### config.mk
export PLATFORM = sky130hd
export DESIGN_NAME = memory_map_address_decoder
export DESIGN_NICKNAME = d
export VERILOG_FILES = /design/src/logic/memory_map_pkg.sv /design/src/logic/memory_map_address_decoder.sv
export SDC_FILE = /design/constraint.sdc
export NUM_CORES = 1
export LEC_CHECK = 0
export ABC_AREA = 1
export BUFFER_PORTS_ARGS = -buffer_cell sky130_fd_sc_hd__buf_2
export CORE_ASPECT_RATIO = 1.75
export CORE_MARGIN = 4
export CORE_UTILIZATION = 47
export DETAILED_ROUTE_END_ITERATION = 10
export GPL_TIMING_DRIVEN = 0
export HOLD_SLACK_MARGIN = 0.1
export PLACE_DENSITY = 0.78
export SYNTH_ARGS = -nofsm -noshare
export SYNTH_HDL_FRONTEND = slang
export SYNTH_SLANG_ARGS = --single-unit
### constraint.sdc
create_clock -name clk -period 1.93 [get_ports clk]
set_input_delay 0.193 -clock clk [delete_from_list [all_inputs] [get_ports clk]]
set_output_delay 0.193 -clock clk [all_outputs]
set_load 0.02 [all_outputs]
### src/logic/memory_map_pkg.sv
// Package of address map constants, target codes and bus carriers for the memory map decoder.
// Summary of operation
// - Two layouts: external space 0 at zero, or on-chip program memory at zero.
// - Layout loaded at reset from boot pins, then software-writable; board holds pins during reset.
// - Five boot bits are taken from the low five expansion bus data pins.
// - Layout bit in external memory global control steers spaces 0 and 1.
// - Low 384 KB is space 0 or program memory; program memory otherwise at 0140_0000.
// - 0200_0000..02FF_FFFF is external space 2, controlled at 0180_0010.
// - 0300_0000..03FF_FFFF is external space 3, controlled at 0180_0014.
// - External memory window selects global, space, DRAM and refresh registers.
// - 0180_000C reserved; 0180_0020..0183_FFFF select no register.
// - Channel registers interleave: channels 0/2 from 0184_0000, channels 1/3 from 0184_0040.
// - Shared reload, index and address registers decode at their fixed offsets.
// - Auxiliary control at 0184_0070; 0184_0074..0187_FFFF select no register.
// - Peripheral windows decode at fixed word-aligned addresses or ranges.
// - Expansion spaces 2 and 3 decode at 6000_0000 and 7000_0000, 256 MB each.
package memory_map_pkg;

    // ------------------------------------------------------------
    // Targets
    // ------------------------------------------------------------
    typedef enum logic [4:0] {
        tgt_none      = 5'h00,
        tgt_prog_mem  = 5'h01,
        tgt_space0    = 5'h02,
        tgt_space1    = 5'h03,
        tgt_space2    = 5'h04,
        tgt_space3    = 5'h05,
        tgt_ext_regs  = 5'h06,
        tgt_dma_regs  = 5'h07,
        tgt_xbus_regs = 5'h08,
        tgt_serial0   = 5'h09,
        tgt_serial1   = 5'h0A,
        tgt_timer0    = 5'h0B,
        tgt_timer1    = 5'h0C,
        tgt_irq_sel   = 5'h0D,
        tgt_power     = 5'h0E,
        tgt_serial2   = 5'h0F,
        tgt_xbus0     = 5'h10,
        tgt_xbus1     = 5'h11,
        tgt_xbus2     = 5'h12,
        tgt_xbus3     = 5'h13,
        tgt_data_mem  = 5'h14
    } target_e;

    typedef struct packed {
        logic        valid;
        logic [31:0] addr;
    } access_s;

    typedef struct packed {
        target_e     target;
        logic [5:0]  reg_index;
        logic        reg_hit;
    } select_s;

    // ------------------------------------------------------------
    // Address ranges (inclusive bounds)
    // ------------------------------------------------------------
    localparam logic [31:0] low_base      = 32'h0000_0000;
    localparam logic [31:0] low_prog_top  = 32'h0005_FFFF;
    localparam logic [31:0] low_res_top   = 32'h003F_FFFF;
    localparam logic [31:0] low_sp0_top   = 32'h00FF_FFFF;
    localparam logic [31:0] mid_top       = 32'h013F_FFFF;
    localparam logic [31:0] hi_prog_base  = 32'h0140_0000;
    localparam logic [31:0] hi_prog_top   = 32'h0145_FFFF;
    localparam logic [31:0] hi_res_top    = 32'h017F_FFFF;
    localparam logic [31:0] ext_base      = 32'h0180_0000;
    localparam logic [31:0] ext_top       = 32'h0183_FFFF;
    localparam logic [31:0] dma_base      = 32'h0184_0000;
    localparam logic [31:0] dma_top       = 32'h0187_FFFF;
    localparam logic [31:0] xbreg_top     = 32'h018B_FFFF;
    localparam logic [31:0] ser0_top      = 32'h018F_FFFF;
    localparam logic [31:0] ser1_top      = 32'h0193_FFFF;
    localparam logic [31:0] tim0_top      = 32'h0197_FFFF;
    localparam logic [31:0] tim1_top      = 32'h019B_FFFF;
    localparam logic [31:0] irq_top       = 32'h019C_01FF;
    localparam logic [31:0] pwr_top       = 32'h019F_FFFF;
    localparam logic [31:0] gap_top       = 32'h01A3_FFFF;
    localparam logic [31:0] ser2_top      = 32'h01A7_FFFF;
    localparam logic [31:0] sp2_base      = 32'h0200_0000;
    localparam logic [31:0] sp2_top       = 32'h02FF_FFFF;
    localparam logic [31:0] sp3_top       = 32'h03FF_FFFF;
    localparam logic [31:0] xb0_base      = 32'h4000_0000;
    localparam logic [31:0] xb1_base      = 32'h5000_0000;
    localparam logic [31:0] xb2_base      = 32'h6000_0000;
    localparam logic [31:0] xb3_base      = 32'h7000_0000;
    localparam logic [31:0] xb3_top       = 32'h7FFF_FFFF;
    localparam logic [31:0] dmem_base     = 32'h8000_0000;
    localparam logic [31:0] dmem_top      = 32'h8007_FFFF;

    // ------------------------------------------------------------
    // Register window offsets (byte offsets inside each window)
    // ------------------------------------------------------------
    localparam logic [17:0] ext_reserved_off  = 18'h0_000C;
    localparam logic [17:0] ext_last_off      = 18'h0_001C;
    localparam logic [17:0] dma_last_off      = 18'h0_0070;
    localparam logic [5:0]  reg_index_none    = 6'h3F;

    // ------------------------------------------------------------
    // Own APB registers and fields
    // ------------------------------------------------------------
    localparam logic [31:0] global_control_addr = 32'h0180_0000;
    localparam logic [31:0] decode_status_addr  = 32'h0180_0040;
    localparam logic [31:0] probe_addr_addr     = 32'h0180_0044;
    localparam int          layout_bit          = 5;
    localparam int          boot_width          = 5;
    localparam int          status_target_lsb   = 8;
    localparam logic [31:0] global_control_rst  = 32'h0000_0000;

endpackage : memory_map_pkg

### src/logic/memory_map_address_decoder.sv
// Memory map address decoder with register window selects and an APB register slave.
`timescale 1ns/10ps
module memory_map_address_decoder (
    input  wire logic                          clk,
    input  wire logic                          srst,
    input  wire logic [4:0]                    xbus_data_low_pins,
    input  wire memory_map_pkg::access_s       core_access,
    input  wire memory_map_pkg::access_s       dma_access,
    output      memory_map_pkg::select_s       core_select,
    output      memory_map_pkg::select_s       dma_select,
    output      logic                          layout_r,
    output      logic [4:0]                    boot_config_bits,
    input  wire logic                          psel,
    input  wire logic                          penable,
    input  wire logic                          pwrite,
    input  wire logic [31:0]                   paddr,
    input  wire logic [31:0]                   pwdata,
    output      logic [31:0]                   prdata,
    output      logic                          pready,
    output      logic                          pslverr
);

    // ------------------------------------------------------------
    // Decode function
    // ------------------------------------------------------------
    function automatic memory_map_pkg::select_s decode(input logic [31:0] a, input logic map1);
        memory_map_pkg::select_s s;
        logic [17:0]             off;
        s         = '{target: memory_map_pkg::tgt_none, reg_index: memory_map_pkg::reg_index_none, reg_hit: 1'b0};
        off       = a[17:0];
        // Compare chain gives one target per address, so selects never overlap.
        if (a <= memory_map_pkg::low_prog_top) begin
            s.target = map1 ? memory_map_pkg::tgt_prog_mem : memory_map_pkg::tgt_space0;
        end else if (a <= memory_map_pkg::low_res_top) begin
            s.target = map1 ? memory_map_pkg::tgt_none : memory_map_pkg::tgt_space0;
        end else if (a <= memory_map_pkg::low_sp0_top) begin
            s.target = memory_map_pkg::tgt_space0;
        end else if (a <= memory_map_pkg::mid_top) begin
            s.target = map1 ? memory_map_pkg::tgt_space0 : memory_map_pkg::tgt_space1;
        end else if (a >= memory_map_pkg::hi_prog_base && a <= memory_map_pkg::hi_prog_top) begin
            s.target = map1 ? memory_map_pkg::tgt_space1 : memory_map_pkg::tgt_prog_mem;
        end else if (a <= memory_map_pkg::hi_res_top) begin
            s.target = map1 ? memory_map_pkg::tgt_space1 : memory_map_pkg::tgt_none;
        end else if (a <= memory_map_pkg::ext_top) begin
            s.target = memory_map_pkg::tgt_ext_regs;
            // Word-aligned offsets up to the refresh register, skipping the hole.
            if (off <= memory_map_pkg::ext_last_off && off[1:0] == 2'b00
                && off != memory_map_pkg::ext_reserved_off) begin
                s.reg_index = {1'b0, off[6:2]};
                s.reg_hit   = 1'b1;
            end
        end else if (a <= memory_map_pkg::dma_top) begin
            s.target = memory_map_pkg::tgt_dma_regs;
            // Index is the word number; channel interleave falls out of the offset.
            if (off <= memory_map_pkg::dma_last_off && off[1:0] == 2'b00) begin
                s.reg_index = off[7:2];
                s.reg_hit   = 1'b1;
            end
        end else if (a <= memory_map_pkg::xbreg_top) begin
            s.target = memory_map_pkg::tgt_xbus_regs;
        end else if (a <= memory_map_pkg::ser0_top) begin
            s.target = memory_map_pkg::tgt_serial0;
        end else if (a <= memory_map_pkg::ser1_top) begin
            s.target = memory_map_pkg::tgt_serial1;
        end else if (a <= memory_map_pkg::tim0_top) begin
            s.target = memory_map_pkg::tgt_timer0;
        end else if (a <= memory_map_pkg::tim1_top) begin
            s.target = memory_map_pkg::tgt_timer1;
        end else if (a <= memory_map_pkg::irq_top) begin
            s.target = memory_map_pkg::tgt_irq_sel;
        end else if (a <= memory_map_pkg::pwr_top) begin
            s.target = memory_map_pkg::tgt_power;
        end else if (a <= memory_map_pkg::gap_top) begin
            s.target = memory_map_pkg::tgt_none;
        end else if (a <= memory_map_pkg::ser2_top) begin
            s.target = memory_map_pkg::tgt_serial2;
        end else if (a < memory_map_pkg::sp2_base) begin
            s.target = memory_map_pkg::tgt_none;
        end else if (a <= memory_map_pkg::sp2_top) begin
            s.target = memory_map_pkg::tgt_space2;
        end else if (a <= memory_map_pkg::sp3_top) begin
            s.target = memory_map_pkg::tgt_space3;
        end else if (a < memory_map_pkg::xb0_base) begin
            s.target = memory_map_pkg::tgt_none;
        end else if (a < memory_map_pkg::xb1_base) begin
            s.target = memory_map_pkg::tgt_xbus0;
        end else if (a < memory_map_pkg::xb2_base) begin
            s.target = memory_map_pkg::tgt_xbus1;
        end else if (a < memory_map_pkg::xb3_base) begin
            s.target = memory_map_pkg::tgt_xbus2;
        end else if (a <= memory_map_pkg::xb3_top) begin
            s.target = memory_map_pkg::tgt_xbus3;
        end else if (a <= memory_map_pkg::dmem_top) begin
            s.target = memory_map_pkg::tgt_data_mem;
        end
        return s;
    endfunction : decode

    // ------------------------------------------------------------
    // Boot pin capture
    // ------------------------------------------------------------
    logic [4:0] boot_meta_r;
    logic [4:0] boot_sync_r;
    logic       boot_taken_r;
    logic [31:0] global_control_r;
    logic [31:0] probe_addr_r;

    always_ff @(posedge clk) begin
        boot_meta_r <= xbus_data_low_pins;
        boot_sync_r <= boot_meta_r;
    end

    // Pins pass two flops and are captured once, on the first cycle after reset release.
    always_ff @(posedge clk) begin
        if (srst) begin
            boot_taken_r     <= 1'b0;
            boot_config_bits <= 5'h00;
        end else if (!boot_taken_r) begin
            boot_taken_r     <= 1'b1;
            boot_config_bits <= boot_sync_r;
        end
    end

    // ------------------------------------------------------------
    // APB slave
    // ------------------------------------------------------------
    logic apb_access;
    logic apb_write;
    assign apb_access = psel && penable && pready;
    assign apb_write  = apb_access && pwrite;

    always_ff @(posedge clk) begin
        if (srst) begin
            pready <= 1'b0;
        end else begin
            pready <= psel && !penable;
        end
    end

    // Layout bit loads from the strap once, then software may change it.
    always_ff @(posedge clk) begin
        if (srst) begin
            global_control_r <= memory_map_pkg::global_control_rst;
        end else if (!boot_taken_r) begin
            global_control_r[memory_map_pkg::layout_bit] <= boot_sync_r[0];
        end else if (apb_write && paddr == memory_map_pkg::global_control_addr) begin
            global_control_r <= pwdata;
        end
    end

    always_ff @(posedge clk) begin
        if (srst) begin
            probe_addr_r <= 32'h0000_0000;
        end else if (apb_write && paddr == memory_map_pkg::probe_addr_addr) begin
            probe_addr_r <= pwdata;
        end
    end

    memory_map_pkg::select_s probe_sel;
    assign probe_sel = decode(probe_addr_r, global_control_r[memory_map_pkg::layout_bit]);

    // Unmapped addresses read zero and ignore writes, with no error.
    always_ff @(posedge clk) begin
        if (srst) begin
            prdata  <= 32'h0000_0000;
            pslverr <= 1'b0;
        end else begin
            pslverr <= 1'b0;
            prdata  <= 32'h0000_0000;
            if (psel && !penable && !pwrite) begin
                unique case (paddr)
                    memory_map_pkg::global_control_addr: prdata <= global_control_r;
                    memory_map_pkg::probe_addr_addr:     prdata <= probe_addr_r;
                    memory_map_pkg::decode_status_addr: begin
                        prdata <= {16'h0000, 3'b000, probe_sel.target, probe_sel.reg_hit, 1'b0,
                                   probe_sel.reg_index};
                    end
                    default: prdata <= 32'h0000_0000;
                endcase
            end
        end
    end

    // ------------------------------------------------------------
    // Access decode
    // ------------------------------------------------------------
    // Registered selects cost one cycle of latency but keep outputs glitch free.
    always_ff @(posedge clk) begin
        if (srst) begin
            core_select <= '{target: memory_map_pkg::tgt_none, reg_index: memory_map_pkg::reg_index_none,
                             reg_hit: 1'b0};
            dma_select  <= '{target: memory_map_pkg::tgt_none, reg_index: memory_map_pkg::reg_index_none,
                             reg_hit: 1'b0};
            layout_r    <= 1'b0;
        end else begin
            layout_r <= global_control_r[memory_map_pkg::layout_bit];
            core_select <= core_access.valid
                ? decode(core_access.addr, global_control_r[memory_map_pkg::layout_bit])
                : '{target: memory_map_pkg::tgt_none, reg_index: memory_map_pkg::reg_index_none, reg_hit: 1'b0};
            dma_select  <= dma_access.valid
                ? decode(dma_access.addr, global_control_r[memory_map_pkg::layout_bit])
                : '{target: memory_map_pkg::tgt_none, reg_index: memory_map_pkg::reg_index_none, reg_hit: 1'b0};
        end
    end

endmodule : memory_map_address_decoder

* Word-level counts from Yosys, hierarchy flattened
Index checks and enable logic that the tools add are counted.
Word-level totals: bits in read-only memories 0, memories kept 0, output and inout bits 64, flip-flop bits (word level) 138, bits in latches 0, input bits 140, memory bits (writable) 0, word-level logic and storage cells 245
Cells by class: muxes and demuxes 102, shift-type cells 0, bitwise gates (word level) 3, $lt $le $gt $ge 87, add/subtract/negate cells 0, div/mod/pow operators 0, multiply operators 0, reduce and logical (&&, ||, !) cells 30, eq/ne operators 7
Operators by type and width (count):
- 32-bit by 25-bit less-or-equal comparator with 1-bit output, second input constant | 42
- 32-bit by 31-bit less-than comparator with 1-bit output, second input constant | 12
- 5-bit 2-to-1 mux | 75
- 32-bit by 26-bit less-or-equal comparator with 1-bit output, second input constant | 6
- 7-bit 2-to-1 mux | 15
- 32-bit by 25-bit equality test with 1-bit output, second input constant | 3
- 32-bit by 25-bit greater-or-equal comparator with 1-bit output, second input constant | 3
- 32-bit by 19-bit less-or-equal comparator with 1-bit output, second input constant | 3
- 32-bit by 22-bit less-or-equal comparator with 1-bit output, second input constant | 3
- 32-bit by 24-bit less-or-equal comparator with 1-bit output, second input constant | 3
- 32-bit by 31-bit less-or-equal comparator with 1-bit output, second input constant | 3
- 32-bit less-or-equal comparator, second input constant | 3
- 32-bit by 26-bit less-than comparator with 1-bit output, second input constant | 3
- 32-bit one-hot mux with 3 select lines | 1
- 18-bit by 5-bit less-or-equal comparator with 1-bit output, second input constant | 3
- 18-bit by 7-bit less-or-equal comparator with 1-bit output, second input constant | 3
- 18-bit by 4-bit != test with 1-bit output, second input constant | 3
- 12-bit 2-to-1 mux | 3
- 1-bit logical AND | 19
- 8-bit OR reduction | 2
- 2-bit 2-to-1 mux | 4
- 2-bit logical NOT | 3
- 6-bit 2-to-1 mux | 1
- 2-bit OR reduction | 3
- 5 further kinds | 10

* Longest topological paths before layout
Gate-level depths: netlist of run 1.
word-level depth 28, depth in mapped cells 21, gate-level depth less buffers 21

* Worst setup path before layout of run 1
OpenSTA, ideal clock, no wires.
kind reg-to-reg, start point reg probe_addr_r[30], end point reg prdata[0], stages on the path, launching flop included 15, buffers on the path 0, arrival time 1.758 ns, required time 1.798 ns, slack 0.040 ns, library setup time 0.132 ns, clock period less this slack 1.890 ns, cells stage by stage dfxtp_1 > nor2_1 > nand2_1 > nor2_2 > nand2_1 > inv_2 > nand2_1 > nor2_2 > nand2_1 > inv_1 > a21oi_1 > o31ai_2 > nand2_1 > o21ai_0 > a21oi_1
Between the ends: cells in the longest elaborated chain, start to end 10, elaborated cells on any way between the ends 19, classes of those cells 9 x order compare; 9 x mux; 1 x reduce/logical
RTL lines:
- from (decl) | RTL line memory_map_address_decoder.sv:106 | logic [31:0] probe_addr_r;
- from (signal assigned) | RTL line memory_map_address_decoder.sv:155 | probe_addr_r <= pwdata;
- 32-bit by 25-bit less-or-equal comparator with 1-bit output | RTL line memory_map_address_decoder.sv:52 | end else if (a <= memory_map_pkg::dma_top) begin
- 7-bit 2-to-1 mux | RTL line memory_map_address_decoder.sv:52
- 12-bit 2-to-1 mux | RTL line memory_map_address_decoder.sv:44 | end else if (a <= memory_map_pkg::ext_top) begin
- 7-bit 2-to-1 mux | RTL line memory_map_address_decoder.sv:42 | end else if (a <= memory_map_pkg::hi_res_top) begin
- 7-bit 2-to-1 mux | RTL line memory_map_address_decoder.sv:40 | end else if (a >= memory_map_pkg::hi_prog_base && a <= memory_map_pkg::hi_prog_top) begin
- 7-bit 2-to-1 mux | RTL line memory_map_address_decoder.sv:38 | end else if (a <= memory_map_pkg::mid_top) begin
- 7-bit 2-to-1 mux | RTL line memory_map_address_decoder.sv:36 | end else if (a <= memory_map_pkg::low_sp0_top) begin
- 7-bit 2-to-1 mux | RTL line memory_map_address_decoder.sv:34 | end else if (a <= memory_map_pkg::low_res_top) begin
- 7-bit 2-to-1 mux (*) | RTL line memory_map_address_decoder.sv:32 | if (a <= memory_map_pkg::low_prog_top) begin
- 32-bit one-hot mux with 3 select lines (*) | RTL line memory_map_address_decoder.sv:171 | unique case (paddr)
- to (signal assigned) | RTL line memory_map_address_decoder.sv:172 | memory_map_pkg::global_control_addr: prdata <= global_control_r;
- to (signal assigned) | RTL line memory_map_address_decoder.sv:173 | memory_map_pkg::probe_addr_addr: prdata <= probe_addr_r;
- to (signal assigned) | RTL line memory_map_address_decoder.sv:175 | prdata <= {16'h0000, 3'b000, probe_sel.target, probe_sel.reg_hit, 1'b0,
- to (decl) | RTL line memory_map_address_decoder.sv:18 | output logic [31:0] prdata,
Every way passes the cells marked *; elsewhere a longest branch is shown, timed or not. A chain may end at the register's enable or synchronous reset.

* Worst setup path in the final report of run 1
start point reg probe_addr_r[28], end point reg prdata[0]
The elaborated chain is that of the path after synthesis.

==> results of run 1 <==
-- power by group --
group / total [mW] / internal [mW] / leakage [nW] / switching [mW]
logic: 0.510 / 0.232 / 2.74 / 0.278
clock network: 3.39 / 2.08 / 0.284 / 1.31
registers: 2.88 / 2.87 / 1.12 / 0.00969
total: 6.79 / 5.19 / 4.14 / 1.60
-- through the flow --
stage / cell area [um^2] / instances / power, mW / util (%) / setup slack [ns]
2_1_floorplan: 6610 / 928 / 3.12 / - / 0.0402
3_3_place_gp: 7830 / 1304 / 3.36 / 56.6 / -0.645
4_1_cts: 9150 / 1400 / 6.79 / 66.1 / -0.168
6_report: 9390 / 1411 / 6.79 / 67.8 / -0.225
3_5_place_dp: 7830 / 1304 / 3.36 / 56.6 / -0.681
5_1_grt: 9390 / 1411 / 6.98 / 67.8 / -0.303
-- worst max-delay path by stage --
stage | endpoint | slack (ns) | cells past startpoint | from
after floorplan | prdata[0] | 0.04 | 14 | probe_addr_r[30]
after global placement | prdata[0] | -0.64 | 14 | probe_addr_r[28]
after detailed placement | prdata[0] | -0.68 | 14 | probe_addr_r[28]
after CTS | prdata[0] | -0.17 | 14 | probe_addr_r[29]
after global routing | prdata[8] | -0.30 | 20 | probe_addr_r[28]
final | prdata[0] | -0.22 | 14 | probe_addr_r[28]
-- cell families (layout without fill, tap and decap cells) --
logic type | Yosys count | in the layout | share of synthesized area, %
AO/OA/AOI/OAI | 197 | 197 | 20.6
buffers and inverters | 179 | 485 | 10.7
flip-flops | 138 | 138 | 41.8
other | 1 | 1 | 0.0567
AND/OR/NAND/NOR | 413 | 413 | 26.8
-- synthesized netlist by cell type, types with 2 or more instances --
cell / count
a31oi_1: 6
nor2_1: 145
o21ai_1: 3
o311ai_0: 2
nor2_2: 3
a211oi_2: 31
nor3b_1: 3
nand2_1: 162
inv_1: 137
buf_2: 10
nor3_1: 15
dfxtp_1: 138
nand4_1: 11
clkbuf_1: 24
a2111oi_0: 2
nand3b_1: 3
inv_2: 4
o22ai_1: 12
nand3_1: 47
or2_2: 6
o31ai_1: 2
nand2_2: 2
a211oi_1: 27
o211ai_1: 2
nor4_1: 11
a21oi_1: 59
o21ai_0: 44
buf_6: 3
a21boi_0: 2
-- timing repair --
item                                    in CTS  in global routing
gates resized for setup                     39                 57
buffers inserted                            13                 11
hold endpoints to repair                    75                  0
endpoints found under the setup margin      31                 91
pin swaps                                   13                 17
hold buffers                                51                  0
-- final cells by class --
cell class | count | area share [%]
inverters | 141 | 5.67
clock buffers | 20 | 4.76
clock inverters | 12 | 1.75
repair buffers | 274 | 18.1
plain buffers | 38 | 2.28
flip-flops and latches | 138 | 29.5
well taps | 177 | 2.36
multi-input cells | 611 | 35.6
-- registers in the layout, indices dropped and copies added, names as in the netlist --
name,count
global_control_r,32
prdata,32
probe_addr_r,32
core_select,12
dma_select,12
boot_config_bits,5
boot_meta_r,5
boot_sync_r,5
boot_taken_r,1
layout_r,1
pready,1
-- layer usage --
metal | up-vias | wire length, um | track usage, %
li1 | 3643 | - | -
met1 | 3461 | 7970 | 26.7
met2 | 356 | 13300 | 58.2
met3 | 105 | 1470 | 5.58
met4 | 0 | 1660 | 21.5
met5 | - | 0 | 0
-- worst max-delay path, cell delays in order, from the launching register on --
cell     delay (ns)
dfxtp_4        0.36
nor2_4         0.19
nand2_2        0.10
nor2_4         0.14
nand2_4        0.08
inv_4          0.08
nand2_4        0.05
nor2_4         0.11
nand2_2        0.08
inv_2          0.09
a21oi_4        0.07
o31ai_4        0.30
nand2_4        0.13
o21ai_2        0.17
a21oi_1        0.10
==> impl_results.rst, run 1 <==
.. list-table::
   :header-rows: 1

   * - Metric
     - Value
   * - Run status
     - complete, but fails checks
   * - Violated checks
     - setup timing
   * - Antenna Cells
     - 0
   * - Hold-critical path endpoint
     - dma_select[11]
   * - Final total negative setup slack
     - -1.48 ns
   * - Cell at the root of the clock tree
     - clkbuf_16
   * - Synth top area cells
     - dfxtp_1, nand2_1, nor2_1
   * - Max Clock Freq
     - about 460 MHz
   * - Cell row count
     - 57
   * - Synthesized area divided by synthesized cell count
     - 7.13 um^2
   * - Number of levels in the clock H-tree
     - 4
   * - Register bit total from synthesis
     - ~140
   * - Iteration-0 DRC Markers
     - 437
   * - Overall via count from detail_route
     - 7565
   * - Setup repair after global routing missed its margin
     - true
   * - Cts bufs inserted
     - 17
   * - Count of unique library cells instantiated by Yosys
     - 41
   * - Classification of the worst setup path
     - flop to flop
   * - Slack of the critical path
     - -0.225 ns
   * - Remaining number of nets flagged by the antenna check after routing
     - 0
   * - Final critical-path share of the clock period
     - 112%
   * - Max transition margin
     - 37.3%
   * - Final Slew Violations
     - 0
   * - Port buffer count
     - roughly 200
   * - Number of antenna violations at the first check in global routing
     - 0
   * - Worst-case reg-to-reg path depth
     - 14
   * - Critical Path Source Type
     - flop
   * - Clock tree from TritonCTS
     - built
   * - Final Hold Viols
     - 0
   * - Latest clock arrival within the worst-skew pair
     - 0.42 ns
   * - Netlist area before placement
     - between 6000 and 7000 um^2
   * - Layout area overhead
     - 41.9%
   * - Final-stage net count
     - 1361
   * - Area of the die
     - about 16000 um^2
   * - Remaining global-route overflow
     - 0
   * - Number of buffers between clock root and the deepest sink
     - 2
   * - Main flop type after synthesis
     - dfxtp_1
   * - Number of warning messages in the yosys log
     - 0
   * - Max VDD drop
     - around 0.57 mV
   * - Share of synthesized area occupied by flip-flops and latches
     - 41.8%
   * - Count of flip-flops with a built-in enable after synthesis
     - 0
   * - Commonest non-fill, non-tap cell in the layout
     - buf_2
   * - Number of nets in the synthesized netlist
     - 1068
   * - Post-Syn Instances
     - between 900 and 1000
   * - RD Place Congestion
     - 0.984
   * - Most frequent cells in the layout
     - buf_2, nand2_1, inv_1, dfxtp_1, nor2_1
   * - Clk sinks
     - 138
   * - Overall Global Routing Usage
     - 29.7%
   * - Class of the tightest hold or removal check
     - input pin to flop
   * - Area used by multi-input combinational logic
     - 3340 um^2
   * - Endpoint of the worst-slack reg-to-reg timing path
     - prdata[0]
   * - Proportion of register bits with asynchronous set or reset after synthesis
     - 0%
   * - Required time of the worst setup path
     - 2.24 ns
   * - Mean routed wirelength per cell
     - 17.3 um
   * - Worst Tran Pin Value
     - 0.940 ns
   * - Floorplan Core Area
     - about 14000 um^2
   * - Routed via count divided by cell count
     - 5.36
   * - Cell type with the largest total area after synthesis
     - dfxtp_1
   * - Max-cap violation count
     - 0
   * - Critical Path Sink Type
     - flop
   * - Fraction of layout cells with a size suffix above 1
     - ~30%
   * - Pin count of the biggest net entering global routing
     - 17
   * - Shortest period the worst path allows
     - 2.15 ns
   * - Global-route wire length before repair
     - 37400 um
   * - Number of iterations in the first detailed-routing pass
     - 5
   * - Detailed placement HPWL
     - between 15000 and 20000 um
   * - Clock edge transition at the registers on the reported setup and hold paths
     - 0.06 ns
   * - Leakage power total
     - around 4.1 nW
   * - Worst reg2reg startpoint
     - probe_addr_r[28]
   * - Sequential cell area
     - about 2800 um^2
   * - Area share of the largest cell type after synthesis
     - 41.8%
   * - Final worst hold slack
     - 0.104 ns
   * - Worst clock skew on the final layout
     - 0.0100 ns
   * - Number of cells on the worst hold path
     - 3
   * - Starting Density
     - 47.8%
   * - Die span in y
     - roughly 160 um
   * - Die outline width
     - 97.7 um
   * - Fillers
     - 1218
   * - Power density of the placed cells
     - roughly 720 nW/um^2
   * - Reg-to-reg slack, setup
     - -0.22 ns
   * - Largest fanout of any net on the critical path
     - 6
   * - # setup viols final
     - 9
   * - Critical path data arrival time
     - 2.47 ns
   * - Critical hold path startpoint
     - dma_access[30]
   * - DRC violation count after routing
     - 0
   * - Number of global-route vias before repair
     - between 7000 and 8000
   * - I/O pin count
     - ~200
   * - DRT Wirelength
     - around 24000 um
Note: power is estimated with default switching activity, not from simulation.
==> inputs of run 2 (changes only) <==
Settings changed: MAX_ROUTING_LAYER from default to met4.
==> impl_results.rst, run 2 (synthesized netlist as in run 1, its figures left out) <==
.. list-table::
   :header-rows: 1

   * - Metric
     - Value
   * - Run status
     - complete, but fails checks
   * - Violated checks
     - setup timing
   * - Number of instances in the placed design
     - 1304 (unchanged)
   * - Cell row count
     - 57 (unchanged)
   * - Placed cell areas
     - 7830 um^2 (unchanged)
   * - Fraction of layout cells with a size suffix above 1
     - 32.1% (+2.1 points)
   * - Worst-path cell chain
     - nor2_4, nand2_2, nor2_4, nand2_2, inv_4, nand2_4, nor2_4, nand2_2, inv_2, a21oi_4, o31ai_4, nand2_4, o21ai_2, a21oi_2
   * - Critical Path Source Type
     - flop
   * - Floorplan Core Area
     - 13800 um^2 (unchanged)
   * - Number of cells on the worst hold path
     - 3 (unchanged)
   * - Classification of the worst setup path
     - flop to flop
   * - Clock tree from TritonCTS
     - built
   * - Routed via count divided by cell count
     - 5.41 (+0.90%)
   * - Critical Path Max Stage Delay
     - 0.36 ns (about the same)
   * - Max transition margin
     - 37.6% (+0.30 points)
   * - Cell at the root of the clock tree
     - clkbuf_16
   * - Power density of the placed cells
     - 691 nW/um^2 (-4.4%)
   * - Number of antenna violations at the first check in global routing
     - 0 (unchanged)
   * - Die outline width
     - 97.7 um (unchanged)
   * - Global-route wire length before repair
     - 37100 um (-0.67%)
   * - Detailed placement HPWL
     - 17700 um (about the same)
   * - Final critical-path share of the clock period
     - 106% (-5.3 points)
   * - RD Place Congestion
     - 1.01 (+3.0%)
   * - Commonest non-fill, non-tap cell in the layout
     - buf_2
   * - Number of buffers between clock root and the deepest sink
     - 2 (unchanged)
   * - Antenna Cells
     - 0 (unchanged)
   * - Worst-case reg-to-reg path depth
     - 14 (unchanged)
   * - Critical path data arrival time
     - 2.36 ns (-0.11 ns)
   * - Number of iterations in the first detailed-routing pass
     - 5 (unchanged)
   * - Area of the die
     - 16100 um^2 (unchanged)
   * - Max-cap violation count
     - 0 (unchanged)
   * - Latest clock arrival within the worst-skew pair
     - 0.43 ns (about the same)
   * - Required time of the worst setup path
     - 2.23 ns (about the same)
   * - Hold-critical path endpoint
     - dma_select[11]
   * - Overall via count from detail_route
     - 7649 (+1.1%)
   * - DRC violation count after routing
     - 0 (unchanged)
   * - Final-stage net count
     - 1364 (+0.22%)
   * - Die span in y
     - 165 um (unchanged)
   * - Critical path launch point
     - probe_addr_r[28]
   * - Area of all placed cells without fillers
     - 9460 um^2 (+0.79%)
   * - Layout area overhead
     - 43.0%
   * - # setup viols final
     - 8 (-1)
   * - Number of levels in the clock H-tree
     - 4 (unchanged)
   * - Final Slew Violations
     - 0 (unchanged)
   * - DRT Wirelength
     - 24500 um (+0.34%)
   * - Post-placement worst setup slack
     - -0.685 ns (-0.00415 ns)
   * - Post-Layout Cell Count
     - 1414 (+0.21%)
   * - Max VDD drop
     - 0.547 mV (-4.4%)
   * - Remaining global-route overflow
     - 0 (unchanged)
   * - Biggest regs
     - global_control_r: 32 flops, prdata: 32 flops, probe_addr_r: 32 flops
   * - Largest fanout of any net on the critical path
     - 6 (unchanged)
   * - Endpoint of the worst-slack reg-to-reg timing path
     - prdata[4]
   * - Remaining number of nets flagged by the antenna check after routing
     - 0 (unchanged)
   * - Shortest period the worst path allows
     - 2.05 ns (-0.102 ns)
   * - Slack of the critical path
     - -0.123 ns (+0.102 ns)
   * - Leakage power total
     - 4.16 nW (+0.40%)
   * - Slowest cell on the critical path
     - dfxtp_4
   * - Mean routed wirelength per cell
     - 17.3 um (+0.13%)
   * - Most frequent cells in the layout
     - buf_2, nand2_1, inv_1
   * - Starting Density
     - 47.8% (unchanged)
   * - Clock edge transition at the registers on the reported setup and hold paths
     - 0.06 ns (about the same)
   * - Iteration-0 DRC Markers
     - 478 (+9.4%)
   * - Fillers
     - 1193 (-2.1%)
   * - Reg-to-reg slack, setup
     - -0.12 ns (+0.10 ns)
   * - Clk sinks
     - 138 (unchanged)
   * - Max Clock Freq
     - 487 MHz (+5.0%)
   * - Pin count of the biggest net entering global routing
     - 17 (unchanged)
   * - Setup repair after global routing missed its margin
     - true
   * - Final Hold Viols
     - 0 (unchanged)
   * - Worst reg2reg startpoint
     - probe_addr_r[28]
   * - Critical Path Sink Type
     - flop
   * - Port buffer count
     - 199 (unchanged)
   * - Worst clock skew on the final layout
     - 0.0120 ns (+0.00194 ns)
   * - Class of the tightest hold or removal check
     - input pin to flop
   * - Cts bufs inserted
     - 17 (unchanged)
   * - Overall Global Routing Usage
     - 30.3% (+0.52 points)
   * - Worst Tran Pin Value
     - 0.936 ns (-0.00446 ns)
   * - I/O pin count
     - 204 (unchanged)
   * - Number of global-route vias before repair
     - 7629 (-0.57%)
   * - Critical hold path startpoint
     - dma_access[30]
## run 2: metrics by stage
stage | hold WS (ns) | util [%] | power (mW) | setup TNS [ns]
floorplan | 0.221 | - | 3.12 | 0
global placement | 0.297 | 56.6 | 3.36 | -35.83
detailed placement | 0.297 | 56.6 | 3.36 | -36.22
CTS | 0.105 | 65.8 | 6.52 | -1.02
global route | 0.136 | 68.4 | 6.71 | -4.49
finish | 0.117 | 68.4 | 6.54 | -0.744
## run 2: critical path: cells and delay by family (launching register included)
family                 cells  cell delay, ns
AOI/OAI and AO/OA          4            0.57
and+or+nand+nor            8            0.82
DFF                        1            0.36
buffers and inverters      2            0.18
## run 2: cell type report
cell class | instances | area (um^2) | area share, %
plain buffers | 37 | 238 | 2.51
clock buffers | 19 | 443 | 4.68
clock inverters | 13 | 119 | 1.26
inverters | 141 | 532 | 5.62
multi-input cells | 611 | 3400 | 36.0
flip-flops and latches | 138 | 2770 | 29.3
well taps | 177 | 221 | 2.34
repair buffers | 278 | 1730 | 18.3
## run 2: metal layers
layer | vias to the layer above | wire length, um | GRT usage [%]
li1 | 3642 | - | -
met1 | 3509 | 8200 | 27.5
met2 | 385 | 13000 | 56.3
met3 | 113 | 1610 | 5.16
met4 | 0 | 1640 | 21.7
met5 | - | 0 | -
## run 2: what timing repair did
item / CTS / global route
endpoints found under the hold margin: 76 / 0
gates cloned: 0 / 0
gates resized for setup: 39 / 94
buffers inserted: 15 / 14
pin swaps: 13 / 16
hold buffers: 50 / 0
endpoints found under the setup margin: 15 / 90
## run 2: worst max-delay path by stage
stage / to / slack, ns
after floorplan: prdata[0] / 0.04
after global placement: prdata[0] / -0.69
after detailed placement: prdata[0] / -0.69
after CTS: prdata[2] / -0.15
after global routing: prdata[4] / -0.23
final: prdata[4] / -0.12
## run 2: report_power, final
| part | switching [mW] | internal, mW | total [mW] |
|---|---|---|---|
| registers | 0.00951 | 2.87 | 2.88 |
| clock network | 1.33 | 1.81 | 3.14 |
| logic | 0.283 | 0.232 | 0.514 |
==> inputs of run 3 (changes only) <==
Clock period 1.93 ns to 1.72 ns, I/O delays scaled along.
==> impl_results.rst, run 3 (synthesized netlist as in run 1, its figures left out) <==
.. list-table::
   :header-rows: 1

   * - Metric
     - Value
   * - Number of levels in the clock H-tree
     - 4 (unchanged)
   * - Number of buffers and inverters on the critical path
     - 3 (+1)
   * - Routed via count divided by cell count
     - 5.52 (+2.1%)
   * - Total power after layout
     - 7.93 mW (+21%)
   * - Area of the die
     - 16100 um^2 (unchanged)
   * - Worst Tran Pin Value
     - 0.980 ns (+0.0444 ns)
   * - Critical Path Source Type
     - flop
   * - Endpoint of the worst-slack reg-to-reg timing path
     - prdata[0]
   * - Number of antenna violations at the first check in global routing
     - 0 (unchanged)
   * - Layout area overhead
     - 53.8%
   * - Max transition margin
     - 34.7% (-3.0 points)
   * - Post-placement worst setup slack
     - -0.763 ns (-0.0777 ns)
   * - Levels on crit path
     - 15 (+1)
   * - Final-stage net count
     - 1378 (+1.0%)
   * - # setup viols final
     - 13 (+5)
   * - Shortest period the worst path allows
     - 2.18 ns (+0.126 ns)
   * - Worst clock skew on the final layout
     - 0.0126 ns (+0.000664 ns)
   * - DRT Wirelength
     - 26700 um (+9.2%)
   * - Setup repair after global routing missed its margin
     - true
   * - Cell at the root of the clock tree
     - clkbuf_16
   * - Remaining global-route overflow
     - 0 (unchanged)
   * - Overall Global Routing Usage
     - 30.4% (+0.19 points)
   * - Violated checks
     - setup timing
   * - Most frequent cells in the layout
     - buf_2, nand2_1, dfxtp_1
   * - Latest clock arrival within the worst-skew pair
     - 0.43 ns (about the same)
   * - Worst-case reg-to-reg path depth
     - 15 (+1)
   * - Cell row count
     - 57 (unchanged)
   * - Die outline width
     - 97.7 um (unchanged)
   * - Max Clock Freq
     - 459 MHz (-5.8%)
   * - Max-cap violation count
     - 0 (unchanged)
   * - Number of iterations in the first detailed-routing pass
     - 5 (unchanged)
   * - Pin count of the biggest net entering global routing
     - 17 (unchanged)
   * - Clock tree from TritonCTS
     - built
   * - Overall via count from detail_route
     - 7884 (+3.1%)
   * - Worst-path cell chain
     - nor2_4, nand2_2, nor2_4, nand2_4, inv_2, buf_4, nand2_4, nor2_4, nand2_2, inv_2, a21oi_4, o31ai_4, nand2_4, o21ai_4, a21oi_2
   * - Clock edge transition at the registers on the reported setup and hold paths
     - 0.06 ns (about the same)
   * - Detailed placement HPWL
     - 17900 um (+1.4%)
   * - Fraction of layout cells with a size suffix above 1
     - 35.7% (+3.6 points)
   * - Starting Density
     - 47.8% (unchanged)
   * - DRC violation count after routing
     - 0 (unchanged)
   * - Final Slew Violations
     - 0 (unchanged)
   * - Largest fanout of any net on the critical path
     - 6 (unchanged)
   * - Crit path capture
     - prdata[0]
   * - Floorplan Core Area
     - 13800 um^2 (unchanged)
   * - Critical Path Sink Type
     - flop
   * - Biggest regs
     - global_control_r: 32 flops, prdata: 32 flops, probe_addr_r: 32 flops
   * - Commonest non-fill, non-tap cell in the layout
     - buf_2
   * - Global-route wire length before repair
     - 37200 um (+0.13%)
   * - Placed cell areas
     - 8040 um^2 (+2.7%)
   * - Slack of the critical path
     - -0.459 ns (-0.336 ns)
   * - Power density of the placed cells
     - 780 nW/um^2 (+13%)
   * - RD Place Congestion
     - 0.998 (-1.6%)
   * - Clk sinks
     - 138 (unchanged)
   * - Critical path launch point
     - probe_addr_r[28]
   * - Critical hold path startpoint
     - core_access[7]
   * - Remaining number of nets flagged by the antenna check after routing
     - 0 (unchanged)
   * - Number of global-route vias before repair
     - 7551 (-1.0%)
   * - Worst reg2reg startpoint
     - probe_addr_r[28]
   * - Mean routed wirelength per cell
     - 18.7 um (+8.2%)
   * - Run status
     - complete, but fails checks
   * - Area of all placed cells without fillers
     - 10200 um^2 (+7.5%)
   * - Cts bufs inserted
     - 17 (unchanged)
   * - Max VDD drop
     - 0.690 mV (+26%)
   * - I/O pin count
     - 204 (unchanged)
   * - Final worst hold slack
     - 0.0964 ns (-0.0209 ns)
   * - Port buffer count
     - 199 (unchanged)
   * - Critical Path Max Stage Delay
     - 0.35 ns (about the same)
   * - Kind of cell adding the most delay to the critical path
     - simple AND/OR/NAND/NOR gates
   * - Leakage power total
     - 4.39 nW (+5.5%)
   * - Iteration-0 DRC Markers
     - 583 (+22%)
   * - Classification of the worst setup path
     - flop to flop
   * - Reg-to-reg slack, setup
     - -0.46 ns (-0.34 ns)
   * - Slowest cell on the critical path
     - dfxtp_4
   * - Final critical-path share of the clock period
     - 127% (+20 points)
   * - Fillers
     - 1055 (-12%)
   * - Required time of the worst setup path
     - 2.03 ns (-0.20 ns)
   * - Critical path data arrival time
     - 2.49 ns (+0.13 ns)
   * - Final Hold Viols
     - 0 (unchanged)
   * - Class of the tightest hold or removal check
     - input pin to flop
   * - Die span in y
     - 165 um (unchanged)
   * - Number of buffers between clock root and the deepest sink
     - 2 (unchanged)
## run 3: changes by cell type in the layout (fill, tap and decap cells not counted), moves of 5 or more
| cell | change |
|---|---|
| buf_12 | +7 |
| clkbuf_16 | +6 |
| nand2_1 | -6 |
| nor2_1 | -11 |
| nor2_2 | -17 |
| nor2_4 | +28 |
| o21ai_0 | -5 |
## run 3: layer usage
metal	wire (um)	up-vias	track usage (%)
met5	0	-	-
met4	1900	0	20.0
met3	1580	130	4.40
met1	8930	3658	28.5
met2	14300	420	57.2
li1	-	3676	-
## run 3: report_power, final
part           internal, mW  total (mW)  switching (mW)  leakage [nW]
combinational         0.277       0.625           0.348          2.96
clock                  2.63        4.07            1.43         0.307
sequential             3.22        3.24          0.0157          1.12
total                  6.13        7.93            1.80          4.39
## run 3: worst reg2reg max path, delay by kind of cell, from the launching register on
family                 cells  cell delay [ns]
AO/OA/AOI/OAI              4             0.58
buffers and inverters      3             0.27
flip-flops                 1             0.35
AND/OR/NAND/NOR            8             0.86
## run 3: worst min path at each step
stage | end | slack (ns) | cells past startpoint
5_1_grt | core_select[7] | 0.13 | 3
3_3_place_gp | boot_meta_r[0] | 0.28 | 1
4_1_cts | core_select[6] | 0.11 | 5
6_report | core_select[6] | 0.1 | 5
2_1_floorplan | boot_meta_r[0] | 0.20 | 0
3_5_place_dp | boot_meta_r[1] | 0.28 | 1
## run 3: repair_timing
item                                   in CTS  in global routing
pin swaps                                  16                 39
setup endpoints to repair                  99                108
endpoints found under the hold margin      76                  1
cloned                                      0                  8
gates resized for setup                    41                122
hold buffers                               52                  1
setup buffers                              15                 18
## run 3: stage by stage
stage	std cells	util (%)	TNS (ns)
after floorplan	928	-	-0.924
after global placement	1304	58.1	-54.49
after detailed placement	1304	58.1	-57.19
after CTS	1400	68.2	-3.59
after global routing	1426	73.5	-11.33
final	1427	73.5	-4.15
## run 3: final cells by class
cell class                 instances  area [um^2]  share of cell area, %
antenna                            1         2.50                 0.0246
buffer                            36          308                   3.03
clock buffer                      19          453                   4.45
clock inverter                    11          195                   1.92
inverter                         141          532                   5.23
multi-input combinational        611         3710                   36.5
sequential                       138         2770                   27.3
tap                              177          221                   2.18
timing repair buffer             293         1970                   19.4
